<file path="src/bsfs_pkg.sv">
// Package: constants and types for the start-up and fault sequencer
package bsfs_pkg;

  // ----------------------------------------
  // Timing counts, in sequencer clock cycles
  // ----------------------------------------
  localparam int unsigned BSFS_PRESTART_CYCLES = 32;
  localparam int unsigned BSFS_DISCHARGE_CYCLES = 256;
  localparam int unsigned BSFS_COOLDOWN_CYCLES = 512;
  localparam int unsigned BSFS_CNT_W = 10;

  // ----------------------------------------
  // Fault counter limits
  // ----------------------------------------
  localparam int unsigned BSFS_FAULT_LIMIT = 4;
  localparam int unsigned BSFS_FCNT_W = 3;

  // ----------------------------------------
  // Comparator inputs, grouped
  // ----------------------------------------
  typedef struct packed {
    logic supply_ok;
    logic ramp_done;
    logic over_window;
    logic under_window;
    logic undervoltage_event;
    logic undervoltage_recovered;
    logic overcurrent_event;
  } bsfs_cmp_t;

  // ----------------------------------------
  // Sequencer states
  // ----------------------------------------
  typedef enum logic [6:0] {
    BSFS_SHUTDOWN = 7'h01,
    BSFS_DISCHARGE = 7'h02,
    BSFS_PRESTART = 7'h04,
    BSFS_SOFTSTART = 7'h08,
    BSFS_RUN = 7'h10,
    BSFS_COOLDOWN = 7'h20,
    BSFS_COOLRAMP = 7'h40
  } bsfs_state_t;

endpackage

</file>
<file path="src/bsfs_sync.sv">
// Two-stage synchroniser for a bus of asynchronous levels
`timescale 1ns/1ps
module bsfs_sync #(
  parameter int unsigned WIDTH = 1
) (
  // Clock and reset
  input wire logic clk,
  input wire logic rst,
  // Data
  input wire logic [WIDTH-1:0] async_in,
  output logic [WIDTH-1:0] sync_out
);

  logic [WIDTH-1:0] stage1_reg;

  // ----------------------------------------
  // Two flops; first stage read only by second
  // ----------------------------------------
  always_ff @(posedge clk) begin
    if (rst) begin
      stage1_reg <= '0;
      sync_out <= '0;
    end else begin
      stage1_reg <= async_in;
      sync_out <= stage1_reg;
    end
  end

endmodule

</file>
<file path="src/bsfs_fault_counter.sv">
// Consecutive-event fault counter with overflow flag
`timescale 1ns/1ps
module bsfs_fault_counter #(
  parameter int unsigned WIDTH = 3,
  parameter logic [WIDTH-1:0] LIMIT = 3'h4
) (
  // Clock and reset
  input wire logic clk,
  input wire logic rst,
  // Control
  input wire logic clear,
  input wire logic sample,
  input wire logic hit,
  // Status
  output logic [WIDTH-1:0] count,
  output logic overflow
);

  // ----------------------------------------
  // Counter
  // ----------------------------------------
  // Clear wins: it marks shutdown or recovery, never a live event
  always_ff @(posedge clk) begin
    if (rst || clear) begin
      count <= '0;
    end else if (sample) begin
      if (!hit) begin
        count <= '0;
      end else if (count != LIMIT) begin
        count <= count + 1'b1;
      end
    end
  end

  assign overflow = (count == LIMIT);

endmodule

</file>
<file path="src/bsfs_sequencer.sv">
// Start-up, power-good and hiccup fault sequencer for a buck regulator
`timescale 1ns/1ps

// Summary of operation
// With enable high, stay in shutdown until supply-sense is above threshold.
// Turn on supply-sense sink only while supply-sense is below threshold.
// After supply and enable are both good, wait 32 cycles before soft-start.
// Soft-start ends when the ramp comparator reports equality with reference.
// On supply loss or enable low, discharge ramp capacitor for 256 cycles.
// Release power-good only after soft-start completes, as the final step.
// Power-good goes low at once when enable goes low.
// Above 111% pull power-good low until feedback falls to 107.5%.
// Below 89% pull power-good low until feedback rises to 92.5%.
// Each undervoltage comparator trip increments the undervoltage counter.
// Clear undervoltage counter when feedback recovers past threshold plus hysteresis.
// Four consecutive undervoltage events shut down and pull power-good low.
// After a fault shutdown, wait 512 cycles plus one soft-start before retry.
// Clear undervoltage counter on entering the cool-down delay.
// After cool-down run normal soft-start; success raises power-good. Code leaves the ramp charged, so retry soft-start lasts one cycle.
// Retry shuts down only on another undervoltage overflow; repeats indefinitely.
// Sample high-side current once per switching cycle from the sense blocks.
// On overcurrent turn upper switch off until the next switching cycle.
// Overcurrent counter: first hit sets one, hits increment, a clean cycle clears.
// Four sequential overcurrent hits overflow, shut down, pull power-good low.
// Clear overcurrent counter on entering the cool-down delay.
// During retry, shut down for overcurrent only on another overflow.
// Enable low puts the device into shutdown.
// In shutdown all power switches off, phase outputs high impedance.
// Synchronise all comparator outputs before the sequencer and counters use them.
module bsfs_sequencer
  import bsfs_pkg::*;
#(
  parameter int unsigned PRESTART_CYCLES = BSFS_PRESTART_CYCLES,
  parameter int unsigned DISCHARGE_CYCLES = BSFS_DISCHARGE_CYCLES,
  parameter int unsigned COOLDOWN_CYCLES = BSFS_COOLDOWN_CYCLES
) (
  // Clock and reset
  input wire logic clk,
  input wire logic rst,
  // Enable and comparators, asynchronous
  input wire logic enable_in,
  input wire bsfs_cmp_t cmp_in,
  // Switching-cycle marker from the oscillator, same clock domain
  input wire logic cycle_start,
  // Modulator request for the upper switch, same clock domain
  input wire logic pwm_request,
  // Analog controls
  output logic supply_sink_on,
  output logic ramp_discharge,
  output logic ramp_charge,
  // Power stage
  output logic stage_enable,
  output logic upper_switch_on,
  // Open-drain power-good
  output logic power_good_out_o,
  output logic power_good_out_oe,
  // Status
  output logic fault_undervoltage,
  output logic fault_overcurrent
);

  // ----------------------------------------
  // Input synchronisation
  // ----------------------------------------
  localparam int unsigned SYNC_W = $bits(bsfs_cmp_t) + 1;
  localparam logic [BSFS_FCNT_W-1:0] LIMIT = BSFS_FCNT_W'(BSFS_FAULT_LIMIT);
  localparam logic [BSFS_CNT_W-1:0] PRE_LAST = BSFS_CNT_W'(PRESTART_CYCLES - 1);
  localparam logic [BSFS_CNT_W-1:0] DIS_LAST = BSFS_CNT_W'(DISCHARGE_CYCLES - 1);
  localparam logic [BSFS_CNT_W-1:0] COOL_LAST = BSFS_CNT_W'(COOLDOWN_CYCLES - 1);

  logic [SYNC_W-1:0] sync_bus;
  bsfs_cmp_t cmp;
  logic enable_s;

  bsfs_sync #(
    .WIDTH(SYNC_W)
  ) u_sync (
    .clk(clk),
    .rst(rst),
    .async_in({enable_in, cmp_in}),
    .sync_out(sync_bus)
  );

  assign enable_s = sync_bus[SYNC_W-1];
  assign cmp = bsfs_cmp_t'(sync_bus[SYNC_W-2:0]);

  // ----------------------------------------
  // State and counters
  // ----------------------------------------
  bsfs_state_t state_reg;
  bsfs_state_t state_next;
  logic [BSFS_CNT_W-1:0] timer_reg;
  logic timer_clear;
  logic start_ok;
  logic uv_overflow;
  logic oc_overflow;
  logic fault_trip;
  logic enter_cool;
  logic uv_prev_reg;
  logic uv_rise;
  logic oc_latched_reg;
  logic oc_sampled_reg;
  logic oc_sample_now;
  logic [BSFS_FCNT_W-1:0] uv_count;
  logic [BSFS_FCNT_W-1:0] oc_count;
  logic window_low_reg;
  logic window_high_reg;
  logic active;

  assign start_ok = enable_s && cmp.supply_ok;
  assign active = (state_reg == BSFS_SOFTSTART) || (state_reg == BSFS_RUN)
    || (state_reg == BSFS_COOLRAMP);
  assign fault_trip = uv_overflow || oc_overflow;
  assign enter_cool = active && (state_reg != BSFS_COOLRAMP) && fault_trip;

  // ----------------------------------------
  // Next-state logic
  // ----------------------------------------
  always_comb begin
    state_next = state_reg;
    timer_clear = 1'b0;
    case (state_reg)
      BSFS_SHUTDOWN: begin
        if (start_ok) begin
          state_next = BSFS_PRESTART;
          timer_clear = 1'b1;
        end
      end
      BSFS_DISCHARGE: begin
        if (timer_reg == DIS_LAST) begin
          state_next = BSFS_SHUTDOWN;
        end
      end
      BSFS_PRESTART: begin
        if (timer_reg == PRE_LAST) begin
          state_next = BSFS_SOFTSTART;
        end
      end
      BSFS_SOFTSTART: begin
        if (fault_trip) begin
          state_next = BSFS_COOLDOWN;
          timer_clear = 1'b1;
        end else if (cmp.ramp_done) begin
          state_next = BSFS_RUN;
        end
      end
      BSFS_RUN: begin
        if (fault_trip) begin
          state_next = BSFS_COOLDOWN;
          timer_clear = 1'b1;
        end
      end
      BSFS_COOLDOWN: begin
        if (timer_reg == COOL_LAST) begin
          state_next = BSFS_COOLRAMP;
        end
      end
      BSFS_COOLRAMP: begin
        // Extra soft-start length while still idle; hardware keeps cooling
        if (cmp.ramp_done) begin
          state_next = BSFS_SOFTSTART;
        end
      end
      default: begin
        state_next = BSFS_SHUTDOWN;
      end
    endcase
    // Supply loss or enable low overrides everything
    if (!start_ok && (state_reg != BSFS_SHUTDOWN) && (state_reg != BSFS_DISCHARGE)) begin
      state_next = BSFS_DISCHARGE;
      timer_clear = 1'b1;
    end
  end

  always_ff @(posedge clk) begin
    if (rst) begin
      state_reg <= BSFS_DISCHARGE;
    end else begin
      state_reg <= state_next;
    end
  end

  always_ff @(posedge clk) begin
    if (rst || timer_clear || (state_reg != state_next)) begin
      timer_reg <= '0;
    end else if (timer_reg != {BSFS_CNT_W{1'b1}}) begin
      timer_reg <= timer_reg + 1'b1;
    end
  end

  // ----------------------------------------
  // Ramp capacitor control
  // ----------------------------------------
  // Cool-down ramp reuses the capacitor to time one soft-start interval
  always_ff @(posedge clk) begin
    if (rst) begin
      ramp_discharge <= 1'b1;
      ramp_charge <= 1'b0;
    end else begin
      ramp_discharge <= (state_next == BSFS_DISCHARGE) || (state_next == BSFS_SHUTDOWN)
        || (state_next == BSFS_PRESTART) || (state_next == BSFS_COOLDOWN);
      ramp_charge <= (state_next == BSFS_SOFTSTART) || (state_next == BSFS_RUN)
        || (state_next == BSFS_COOLRAMP);
    end
  end

  assign supply_sink_on = !cmp.supply_ok;

  // ----------------------------------------
  // Undervoltage counter
  // ----------------------------------------
  always_ff @(posedge clk) begin
    if (rst) begin
      uv_prev_reg <= 1'b0;
    end else begin
      uv_prev_reg <= cmp.undervoltage_event;
    end
  end

  assign uv_rise = cmp.undervoltage_event && !uv_prev_reg;

  // Count only in soft-start, run and cool-down ramp; ties each trip to one count
  bsfs_fault_counter #(
    .WIDTH(BSFS_FCNT_W),
    .LIMIT(LIMIT)
  ) u_uv_count (
    .clk(clk),
    .rst(rst),
    .clear(enter_cool || !active || cmp.undervoltage_recovered),
    .sample(uv_rise && active),
    .hit(1'b1),
    .count(uv_count),
    .overflow(uv_overflow)
  );

  // ----------------------------------------
  // Overcurrent sampling and counter
  // ----------------------------------------
  assign oc_sample_now = cycle_start && active;

  // A hit on the cycle-start edge belongs to the new cycle, so set wins
  always_ff @(posedge clk) begin
    if (rst) begin
      oc_latched_reg <= 1'b0;
    end else if (cmp.overcurrent_event) begin
      oc_latched_reg <= 1'b1;
    end else if (cycle_start) begin
      oc_latched_reg <= 1'b0;
    end
  end

  // Remembers a hit seen in the cycle just closing
  always_ff @(posedge clk) begin
    if (rst) begin
      oc_sampled_reg <= 1'b0;
    end else if (cmp.overcurrent_event) begin
      oc_sampled_reg <= 1'b1;
    end else if (cycle_start) begin
      oc_sampled_reg <= 1'b0;
    end
  end

  bsfs_fault_counter #(
    .WIDTH(BSFS_FCNT_W),
    .LIMIT(LIMIT)
  ) u_oc_count (
    .clk(clk),
    .rst(rst),
    .clear(enter_cool || !active),
    .sample(oc_sample_now),
    .hit(oc_sampled_reg),
    .count(oc_count),
    .overflow(oc_overflow)
  );

  // ----------------------------------------
  // Power stage
  // ----------------------------------------
  assign stage_enable = active && (state_reg != BSFS_COOLRAMP);
  // Cut is combinational so the switch drops in the hit's own cycle
  assign upper_switch_on = stage_enable && pwm_request
    && !oc_latched_reg && !cmp.overcurrent_event;

  // ----------------------------------------
  // Power-good window
  // ----------------------------------------
  // Comparators carry their own hysteresis: trip vs release thresholds
  always_ff @(posedge clk) begin
    if (rst) begin
      window_high_reg <= 1'b0;
    end else if (cmp.over_window) begin
      window_high_reg <= 1'b1;
    end else begin
      window_high_reg <= 1'b0;
    end
  end

  always_ff @(posedge clk) begin
    if (rst) begin
      window_low_reg <= 1'b0;
    end else if (cmp.under_window) begin
      window_low_reg <= 1'b1;
    end else begin
      window_low_reg <= 1'b0;
    end
  end

  // Enable from the synchronised pin (enable_s) so the drop is not delayed by sequencing
  always_ff @(posedge clk) begin
    if (rst) begin
      power_good_out_oe <= 1'b1;
    end else begin
      power_good_out_oe <= !(enable_s && (state_next == BSFS_RUN)
        && !window_high_reg && !window_low_reg);
    end
  end

  assign power_good_out_o = 1'b0;

  // ----------------------------------------
  // Fault status
  // ----------------------------------------
  always_ff @(posedge clk) begin
    if (rst) begin
      fault_undervoltage <= 1'b0;
      fault_overcurrent <= 1'b0;
    end else if (enter_cool) begin
      fault_undervoltage <= uv_overflow;
      fault_overcurrent <= oc_overflow;
    end else if (state_reg == BSFS_RUN) begin
      fault_undervoltage <= 1'b0;
      fault_overcurrent <= 1'b0;
    end
  end

endmodule

</file>
<file path="config.mk">
export PLATFORM = sky130hd
export DESIGN_NAME = bsfs_sequencer
export DESIGN_NICKNAME = d
export VERILOG_FILES = /design/src/bsfs_pkg.sv /design/src/bsfs_sync.sv /design/src/bsfs_fault_counter.sv /design/src/bsfs_sequencer.sv
export SDC_FILE = /design/constraint.sdc
export NUM_CORES = 1
export LEC_CHECK = 0
export BUFFER_PORTS_ARGS = -buffer_cell sky130_fd_sc_hd__buf_2
export CAP_MARGIN = 0
export CORE_MARGIN = 1
export CORE_UTILIZATION = 45
export CTS_CLUSTER_SIZE = 16
export DETAILED_ROUTE_END_ITERATION = 10
export SYNTH_ARGS = -nofsm -noshare
export SYNTH_HDL_FRONTEND = slang
export SYNTH_HIERARCHICAL = 1
export SYNTH_SLANG_ARGS = --single-unit
</file>
<file path="constraint.sdc">
create_clock -name clk -period 2.8 [get_ports clk]
set_input_delay 0.14 -clock clk [delete_from_list [all_inputs] [get_ports clk]]
set_output_delay 0.14 -clock clk [all_outputs]
set_load 0.1 [all_outputs]
</file>
* After elaboration in Yosys (flattened, before gate mapping)
Cells that the tools add are included.
** Cells by class
- Muxes and demuxes :: 23
- Equality and inequality tests :: 27
- Add/subtract/negate cells :: 3
- Reductions and logical operators :: 42
** Operators with widths (number)
- 7-bit two-way mux :: 9
- 7-bit one-hot mux with 7 select lines :: 1
- 7-bit by 1-bit == test with 1-bit output (second input constant) :: 2
- 7-bit by 2-bit == test with 1-bit output (second input constant) :: 2
- 7-bit by 3-bit == test with 1-bit output (second input constant) :: 2
- 7-bit by 4-bit == test with 1-bit output (second input constant) :: 2
- 7-bit by 5-bit == test with 1-bit output (second input constant) :: 2
- 7-bit by 6-bit == test with 1-bit output (second input constant) :: 2
- 7-bit == test (second input constant) :: 2
- 1-bit logical AND :: 14
- 1-bit logical OR :: 14
- 10-bit by 1-bit adder with 10-bit output (second input constant) :: 1
- 10-bit by 5-bit == test with 1-bit output (second input constant) :: 1
- 10-bit by 8-bit == test with 1-bit output (second input constant) :: 1
- 10-bit by 9-bit == test with 1-bit output (second input constant) :: 1
- 1-bit two-way mux :: 10
- 10-bit inequality test (second input constant) :: 1
- 1-bit zero test :: 9
- 7-bit by 1-bit inequality test with 1-bit output (second input constant) :: 1
- 7-bit by 2-bit inequality test with 1-bit output (second input constant) :: 1
- 7-bit inequality test :: 1
- 7-bit inequality test (second input constant) :: 1
- 3-bit by 1-bit adder with 3-bit output (second input constant) :: 2
- 3-bit == test (second input constant) :: 2
- other kinds (7) :: 11
** Storage, ports and cells
- Logic and storage cells :: 110
- Output and inout bits :: 9
- Input bits :: 12
- Bits in registers :: 48

* Longest topological paths before layout
Gate-level depths: netlist (run 1).
- Depth after elaboration :: 10
- Depth in mapped cells :: 10
- Depth with buffers taken out :: 10

* Modules after synthesis
The synthesis (run 1) kept the hierarchy.
** Modules (own cells, without submodules)
- bsfs_sequencer :: area each 1647.8 sq um, cells each 204, times used 1, seq. area each 520.5 sq um
- bsfs_sync :: area each 464.2 sq um, cells each 33, times used 1, seq. area each 320.3 sq um
- bsfs_fault_counter :: area each 173.9 sq um, cells each 21, times used 2, seq. area each 60.1 sq um

* Worst setup path before layout (run 1)
Ideal clock, no wire load.
- Path type :: register to output
- Start :: register state_reg[5]
- End :: output port upper_switch_on
- Stages on the path, launching flop included :: 5
- Buffers on the path :: 1
- Setup slack :: -1.539 ns
- Data required time :: 2.660 ns
- Data arrival time :: 4.199 ns
- Cell sequence :: dfxtp_1 buf_6 nor4_4 o211ai_1 nor4b_1
** Between the ends
- Word-level cells in the longest chain between the ends :: 7
- Elaborated cells between the ends (all ways) :: 10
** Ends and longest elaborated chain
- start: declaration :: line bsfs_sequencer.sv:90 : bsfs_state_t state_reg;
- start signal: assignment :: line bsfs_sequencer.sv:179 : state_reg <= state_next;
- 7-bit by 4-bit == test with 1-bit output or 7-bit by 5-bit == test with 1-bit output (tied branches) :: line bsfs_sequencer.sv:111 : assign active = (state_reg == BSFS_SOFTSTART) || (state_reg == BSFS_RUN)
- 1-bit logical OR :: line bsfs_sequencer.sv:111
- 1-bit logical OR :: line bsfs_sequencer.sv:112 : || (state_reg == BSFS_COOLRAMP);
- 1-bit logical AND (*) :: line bsfs_sequencer.sv:279 : assign stage_enable = active && (state_reg != BSFS_COOLRAMP);
- 1-bit logical AND (*) :: line bsfs_sequencer.sv:281 : assign upper_switch_on = stage_enable && pwm_request
- 1-bit logical AND (*) (2 in series) :: line bsfs_sequencer.sv:282 : && !oc_latched_reg && !cmp.overcurrent_event;
- end: declaration :: line bsfs_sequencer.sv:53 : output logic upper_switch_on,
Mark *: on every way between the ends. The rest lies on a longest branch, timed or not.

* Final worst setup path (run 1)
- Start :: register state_reg[3]
- End :: output port upper_switch_on
Same word-level chain as after synthesis.

==> results.md, run 1 <==
Floorplan:
- The floorplan has 26 rows.
- For this configuration, the core starts out at a cell density of 47.6%.
- The die is around 76 µm tall.
- Pin placement for this block handled 21 I/O pins.
- The die is 75.9 µm wide.
- The core region is 5170 µm².
- The die covers 5770 µm².

GRT:
- The initial antenna violation count is 0.
- Entering global routing, the biggest net connects 37 pins.
- For this run, the total global-route usage over all layers was measured as about 18%.
- For met3 alone, demand over resource in global routing was 4.46%.
- The first global-routing pass estimated around 8500 µm of wire.
- The overflow left after global routing is 0.
- The number of global-route vias before repair came to 1820.
- The met2 usage in global routing is 28.5%.
- Global routing used 24.0% of the available met1 tracks.
- met2 is the most crowded layer.

Timing:
- The worst slew slack as a fraction of its limit is 52.9%.
- In the post-route analysis, the smallest setup slack over all paths is about 0.31 ns.
- The setup violation total in the final timing report is 0.
- The final-report max-slew violation count is 0.
- The final period utilization is 89.0%.
- The timing-limited maximum frequency is around 0.4 GHz.
- The final number of hold-violating endpoints is 0.
- The minimum clock period after layout is ~2.5 ns.
- Setup repair after global routing left no endpoint under its margin.
- The sum of negative setup slack is 0 ns.
- The worst hold margin is approximately 0.047 ns.
- The transition time at the pin with the least slew margin is slightly above 0.7 ns.
- The largest clock skew in the final design is 0.0131 ns.

Placed design:
- The number of buffer cells added on primary ports is 19.
- The final weighted congestion of routability-driven global placement is 0.810.
- Prior to clock tree synthesis, the placed netlist has a worst setup slack of slightly below 0.4 ns.
- In this run the cell area measured after placement is about 2600 µm².
- Detailed placement ended at an HPWL of 3470 µm.

Clock network:
- The H-tree depth reported by CTS is 2.
- The clock net in this run drives a total of between 40 and 50 sinks.
- At the later pin of the worst-skew pair, clock insertion delay measures between 0.3 and 0.4 ns.
- In this run the post-CTS setup repair buffer count came out at 0.
- Clock tree synthesis inserted a total of 5 buffers.
- The CTS tree is built.
- The number of gates resized after CTS was 0.
- CTS placed an instance of clkbuf_8 at the clock tree root.
- After clock tree synthesis, the clock-pin slew on the worst setup and hold paths is 0.08 ns.
- The longest clock path from root to sink contains 2 buffers.
- In this run, post-CTS hold repair placed 0 buffers.

Logic synthesis:
- The cell accounting for the most synthesized area is dfxtp_1.
- The register bit total from synthesis is 48.
- The average cell area after synthesis is 8.82 µm².
- Synthesis produced a netlist whose cell count is ~280.
- The number of different library cells used by synthesis comes to ~60.
- By count the netlist is led by 48 x dfxtp_1, 22 x nand2_1, 15 x nor2_1.
- The mapped netlist covers 2460 µm².
- The share of the synthesized area in the top cell type is 39.1%.
- The most instantiated library cell after synthesis is dfxtp_1.
- Yosys attributes the largest share of cell area to dfxtp_1 39%, nand2_1 3.4%, nor4_1 3.3%.
- The synthesized design contains 0 enable-type register cells.
- The share of the Yosys chip area taken by registers is 39.1%.
- For this run, the leading register cell type out of synthesis is dfxtp_1.
- For this run, the number of Yosys warnings is 6.
- The fraction of synthesis flops using an asynchronous set or reset pin is 0%.

Finish:
- The register cell area after layout is roughly 960 µm².
- The area growth from synthesis to layout is 9.87%.
- The repair_antennas step left the layout with diodes totalling 0.
- After routing the design area is 2700 µm².
- The number of nets in the layout is 316.
- The register with the most flip-flops in the layout has 10 of them.
- Summing all multi-input logic gate instances after layout gives 1400 µm².
- The layout filler cell count is between 400 and 500.
- In the final layout, the share of cells above drive strength 1 is 18.1%.

Worst setup path:
- The data arrival time of the worst path is 2.35 ns.
- The worst register-to-register path has a depth of 10.
- The gate family responsible for the most delay along the worst path is simple AND/OR/NAND/NOR gates.
- The worst setup path is captured at an output pin.
- The critical path in this run is classified as register to output pin.
- The cell with the biggest individual delay on the critical path is dfxtp_1.
- In this design, the stage delay of the slowest critical-path cell is 0.58 ns.
- The critical path runs through a total of 4 cells.
- The number of buffers and inverters on the critical path is 1.
- The critical path goes through nor2b_1 -> o211ai_1 -> nor4b_4 -> buf_2.
- The highest net fanout along the worst path is 12.
- For the worst setup path, the data required time is between 2 and 3 ns.
- The kind of launch point of the worst setup path is a register.
- The endpoint identified for the worst register-to-register timing path is u_uv_count/count[2].
- Setup slack on the worst reg-to-reg path comes out at 0.36 ns.
- The worst register-to-register path begins at u_oc_count/count[1].

Power and ir drop:
- The post-layout total power is ~1.4 mW.
- The worst vdd rail ir drop is 0.378 mV.
- The leakage power summed over all cells is about 1.0 nW.
- Power spread over the standard cell area amounts to 510 nW/µm².

Detailed routing:
- The count of nets left with antenna violations once routing finished came out at 0.
- The initial detailed-routing violation count is approximately 120.
- The post-route DRC violation count is 0.
- The vias per cell is 5.47.
- In the final routed layout, each cell accounts on average for 13.2 µm.
- The detailed router placed slightly above 2000 vias in this run.
- The first-pass detailed-route iteration total is 4.
- For this block, the routed nets add up to 4860 µm of wire.

Min path:
- The worst hold path was traced through 2 stages.
- The path class of the tightest hold or removal check is input port to register.
- The worst hold path terminates at u_sync/stage1_reg[5].
- The worst hold path begins at cmp_in[5].

Status:
- The flow ran to the end, and the final reports show no timing, DRC or antenna violations.

Job:
- The count of max-cap constraint violations is 0.
logic make-up after synthesis:
kind of cell	Yosys count	synth area share, %
other	2	0.305
flip-flops	48	39.1
buffers and inverters	25	5.09
multiplexers	3	1.27
AO/OA/AOI/OAI	58	16.2
AND/OR/NAND/NOR	128	31.9
adder cells (fa/ha/maj)	5	2.54
XOR/XNOR	10	3.56
worst max-delay path by stage:
stage,start,endpoint,slack [ns]
4_1_cts,state_reg[3],upper_switch_on,0.30
3_5_place_dp,u_oc_count/count[1],u_uv_count/count[2],0.39
2_1_floorplan,state_reg[5],upper_switch_on,0.45
6_report,state_reg[3],upper_switch_on,0.31
5_1_grt,u_oc_count/count[1],u_uv_count/count[2],0.008
3_3_place_gp,state_reg[0],timer_reg[3],0.41
power breakdown:
part / leakage (nW) / switching, mW / internal, mW
clock network: 0.0473 / 0.233 / 0.197
logic: 0.572 / 0.120 / 0.0747
registers: 0.391 / 0.0365 / 0.716
layer usage:
metal	vias to the layer above	routed length [µm]
met5	-	0
met4	0	73
met3	7	203
met2	52	2210
met1	915	2380
li1	1043	-
cells in the final DEF (no fill, tap or decap), drive strengths merged, types with 3 or more instances in the layout:
cell	n
a2111oi	4
a21oi	13
a31oi	6
and2	4
and2b	6
and3	4
buf	21
clkbuf	6
conb	6
dfxtp	48
ha	5
inv	13
nand2	22
nand2b	7
nand3	15
nand4	8
nor2	15
nor2b	17
nor3	5
nor3b	3
nor4	14
o21ai	17
xor2	9
stage by stage:
stage	utilization (%)	instances
after floorplan	-	283
after global placement	50.5	362
final	52.2	369
after global routing	52.2	369
after detailed placement	50.5	362
after CTS	52.2	369
final cells by class:
type                            count  share of cell area, %
Tap cell                           70                   3.24
Multi-Input combinational cell    210                   51.9
Timing Repair Buffer               21                   4.07
Clock buffer                        6                   3.06
Inverter                           13                   1.81
Sequential cell                    48                   35.6
Clock inverter                      1                  0.324
Power figures use the tool's default switching activity.
==> inputs of run 2 (changes only) <==
- ABC_AREA: default -> 1
==> run 2 against run 1 <==
Critical path depth up 8. Setup slack better by 0.31 ns. Clock skew down 0.0076 ns. Total power is 14% higher. Largest power group unchanged. Final cell count is 23% higher. Highest routed layer unchanged.
==> results.md, run 2 <==
Clock network:
- The count of hold-fix buffers inserted at cts is 0.
- The clock reaches the later pin of the worst-skew pair after roughly 0.31 ns.
- The cell sitting at the root of the clock tree is a clkbuf_8.
- The number of sinks on the clock net is 48.
- The CTS tree is built.
- The clock slew at the register clock pins of the worst setup and hold paths is 0.09 ns.
- No sink is reached through more buffers than the 2 on the longest clock path.
- The post-CTS setup buffer count is 0.
- The number of gates resized after cts is 0.
- The number of buffers added by the clock tree synthesis step is 5.
- The H-tree generated during clock tree synthesis spans 2 levels.

Power and ir drop:
- The switching power share of the total is 34.8%.
- The worst vdd rail ir drop is between 0.3 and 0.4 mV.
- Internal power comes to around 1.0 mW.
- The leakage power summed over all cells is 1.29 nW.
- Combinational logic burns 24.5% of the power.
- The sequential share of power is 47.1%.
- The switching power total is 0.548 mW.
- Of the total power, the clock network draws about 28%.
- In this run the power density over the cells is 569 nW/µm².

Logic synthesis:
- The total of warnings raised by yosys is 6.
- dfxtp_1 takes more of the synthesized area than any other cell.
- Synthesis inferred 48 register bits.
- Ranked by instance count, the synthesized netlist is headed by 82 x nand2_1, 55 x inv_1, 54 x nor2_1.
- After synthesis, the cell types taking the most area are dfxtp_1 38%, nand2_1 12%, inv_1 8.2%.
- In the synthesized netlist, the number of instances is between 300 and 400.
- After synthesis, the mean cell area works out to 7.04 µm².
- In this run, distinct cell masters in the synthesized netlist total 32.
- The most instantiated library cell after synthesis is nand2_1.
- The cell area that synthesis handed to floorplanning was 2520 µm².
- In the synthesized netlist the dominant register cell turns out to be dfxtp_1.
- The share of the synthesized area in the top cell type is 38.1%.
- Sequential cells were found to cover 38.1% of the synthesized design area.
- The number of flops mapped to enable cells by yosys is 0.
- The fraction of synthesis flops using an asynchronous set or reset pin is 0%.

Floorplan:
- The die covers 5910 µm².
- Measured along the y axis, the die boundary spans 76.9 µm.
- The area of the core is 5240 µm².
- The width of the chip is ~77 µm.
- The floorplan has 26 rows.
- For this configuration, the core starts out at a cell density of between 40% and 50%.
- Pin placement for this block handled 21 I/O pins.

Worst setup path:
- The reg-to-reg endpoint is u_uv_count/count[2].
- The number of cells on the worst reg-to-reg path is 12.
- The worst register-to-register path begins at state_reg[1].
- At the worst endpoint, the arrival time is 2.44 ns.
- The kind of end point of the critical path is a register.
- The critical path class is register to register.
- Setup slack on the worst reg-to-reg path comes out at 0.61 ns.
- STA puts the critical path data required time at 3.05 ns.
- The worst setup path is launched from a register.
- In this run the worst path has a maximum fanout of 6.

GRT:
- The global-route wire length before repair is 8400 µm.
- The total routing resource utilization after global routing is 18.0%.
- The number of global-route vias before repair is 1872.
- The initial antenna violation count is 0.
- The largest net degree at the start of global routing is 31.
- The overflow left after global routing is 0.

Timing:
- The final number of hold-violating endpoints came to 0.
- The final-report max-slew violation count came to 0.
- The worst path uses 78.1% of the clock period.
- For the pin with the worst max-slew slack, the measured transition is 0.513 ns.
- The worst pin sits at a relative slew slack of 65.6%.
- The timing-limited maximum frequency is 0.457 GHz.
- The largest clock skew in the final design is 0.00552 ns.
- The setup violation total in the final timing report is 0.
- Setup repair after global routing left no endpoint under its margin.
- The minimum clock period after layout is 2.19 ns.
- The sum of negative setup slack is 0 ns.
- On the final layout, the worst hold slack is 0.0267 ns.

Finish:
- From synthesis to final layout, the design area changed by 9.78%.
- Leaving out fill and tap cells, the most frequent cell in the layout is nand2_1.
- In the layout the commonest cells are 82 x nand2_1, 55 x inv_1, 54 x nor2_1.
- The register with the most flip-flops in the layout has 10 of them.
- The number of nets in the layout is 400.
- The number of antenna repair diodes is 0.
- The filler cells instantiated in the layout total 531.
- Of the cells placed in the final design, the portion with a size suffix greater than 1 is 20.6%.

Detailed routing:
- The first detailed-routing pass took 4 iterations.
- The first routing iteration left 156 violations.
- Wires add up to 4660 µm.
- The post-route DRC violation count is 0.
- The count of nets left with antenna violations after detail routing is 0.
- The number of vias after detailed routing is 2075.
- After detailed routing, the number of vias per cell comes to 4.57.
- After detailed routing, the average wire length per cell comes to 10.3 µm.

Min path:
- The launch point of the worst hold path is cycle_start.
- The path with the worst hold slack has its endpoint at oc_sampled_reg.
- The worst hold path passes through 2 cells.
- The min-delay analysis places its worst path in the category input port to register.

Placed design:
- The number of buffer cells added on primary ports is 19.
- Detailed placement ended at an HPWL of 3450 µm.
- The final weighted congestion of routability-driven global placement is around 0.9.

Job:
- The count of max-cap constraint violations is 0.

Status:
- The flow ran to the end, and the final reports show no timing, DRC or antenna violations.
[run 2: logic make-up after synthesis]
family | count (synthesis) | synth area share, %
muxes | 2 | 0.794
xor gates and xnor gates | 5 | 1.74
AOI/OAI and AO/OA | 15 | 3.08
and+or+nand+nor | 212 | 41.9
adders and majority gates | 5 | 2.48
DFF | 48 | 38.1
buffers and inverters | 69 | 11.6
other | 2 | 0.298
[run 2: final cells by class]
cell class | instances | area (µm²) | share of cell area (%)
clock buffer | 6 | 82.6 | 2.98
clock inverter | 2 | 15.0 | 0.542
tap | 70 | 87.6 | 3.16
timing repair buffer | 20 | 103 | 3.71
sequential | 48 | 961 | 34.7
inverter | 64 | 240 | 8.68
multi-input combinational | 244 | 1280 | 46.2
[run 2: power by group through the flow]
stage / registers, mW / clock network, mW / logic (mW)
floorplan: 0.752 / 0 / 0.338
global placement: 0.756 / 0 / 0.380
detailed placement: 0.757 / 0 / 0.385
CTS: 0.741 / 0.460 / 0.388
global route: 0.747 / 0.496 / 0.434
finish: 0.741 / 0.448 / 0.386
[run 2: per-stage QoR]
| step | instance area [µm²] | power (mW) | worst slack [ns] | std cells | utilization [%] |
|---|---|---|---|---|---|
| 6_report | 2770 | 1.58 | 0.613 | 454 | 52.8 |
| 5_1_grt | 2770 | 1.68 | 0.372 | 454 | 52.8 |
| 4_1_cts | 2770 | 1.59 | 0.620 | 454 | 52.8 |
| 3_5_place_dp | 2670 | 1.14 | 0.661 | 446 | 51.0 |
| 3_3_place_gp | 2670 | 1.14 | 0.642 | 446 | 51.0 |
| 2_1_floorplan | 2530 | 1.09 | 0.324 | 361 | - |
[run 2: worst max-delay path by stage]
stage                       startpoint                   to  slack, ns  cells after the start
final                     state_reg[1]  u_uv_count/count[2]       0.61                     12
after detailed placement  state_reg[1]  u_uv_count/count[2]       0.66                     12
after floorplan           state_reg[4]      upper_switch_on       0.32                      7
after global routing      state_reg[1]  u_uv_count/count[2]       0.37                     12
after global placement    state_reg[1]  u_uv_count/count[1]       0.64                     12
after CTS                 state_reg[1]  u_uv_count/count[2]       0.62                     12
[run 2: metal layers]
layer	vias to the layer above	share of wire (%)	GRT usage, %	wire (µm)
met5	-	0	0	0
met3	5	4.5	4.17	208
met4	0	1.4	7.50	67
li1	1124	-	-	-
met2	37	44	29.0	2030
met1	909	51	23.0	2360
[run 2: critical path, stage by stage, from the launching register on]
cell,delay (ns)
dfxtp_1,0.35
nor2_1,0.16
nand2_1,0.16
inv_1,0.12
nand2_2,0.08
nand2_4,0.11
inv_1,0.06
o21ai_0,0.16
nand2_1,0.26
or2_2,0.39
nor2_8,0.13
nand2_1,0.06
nor2_1,0.09
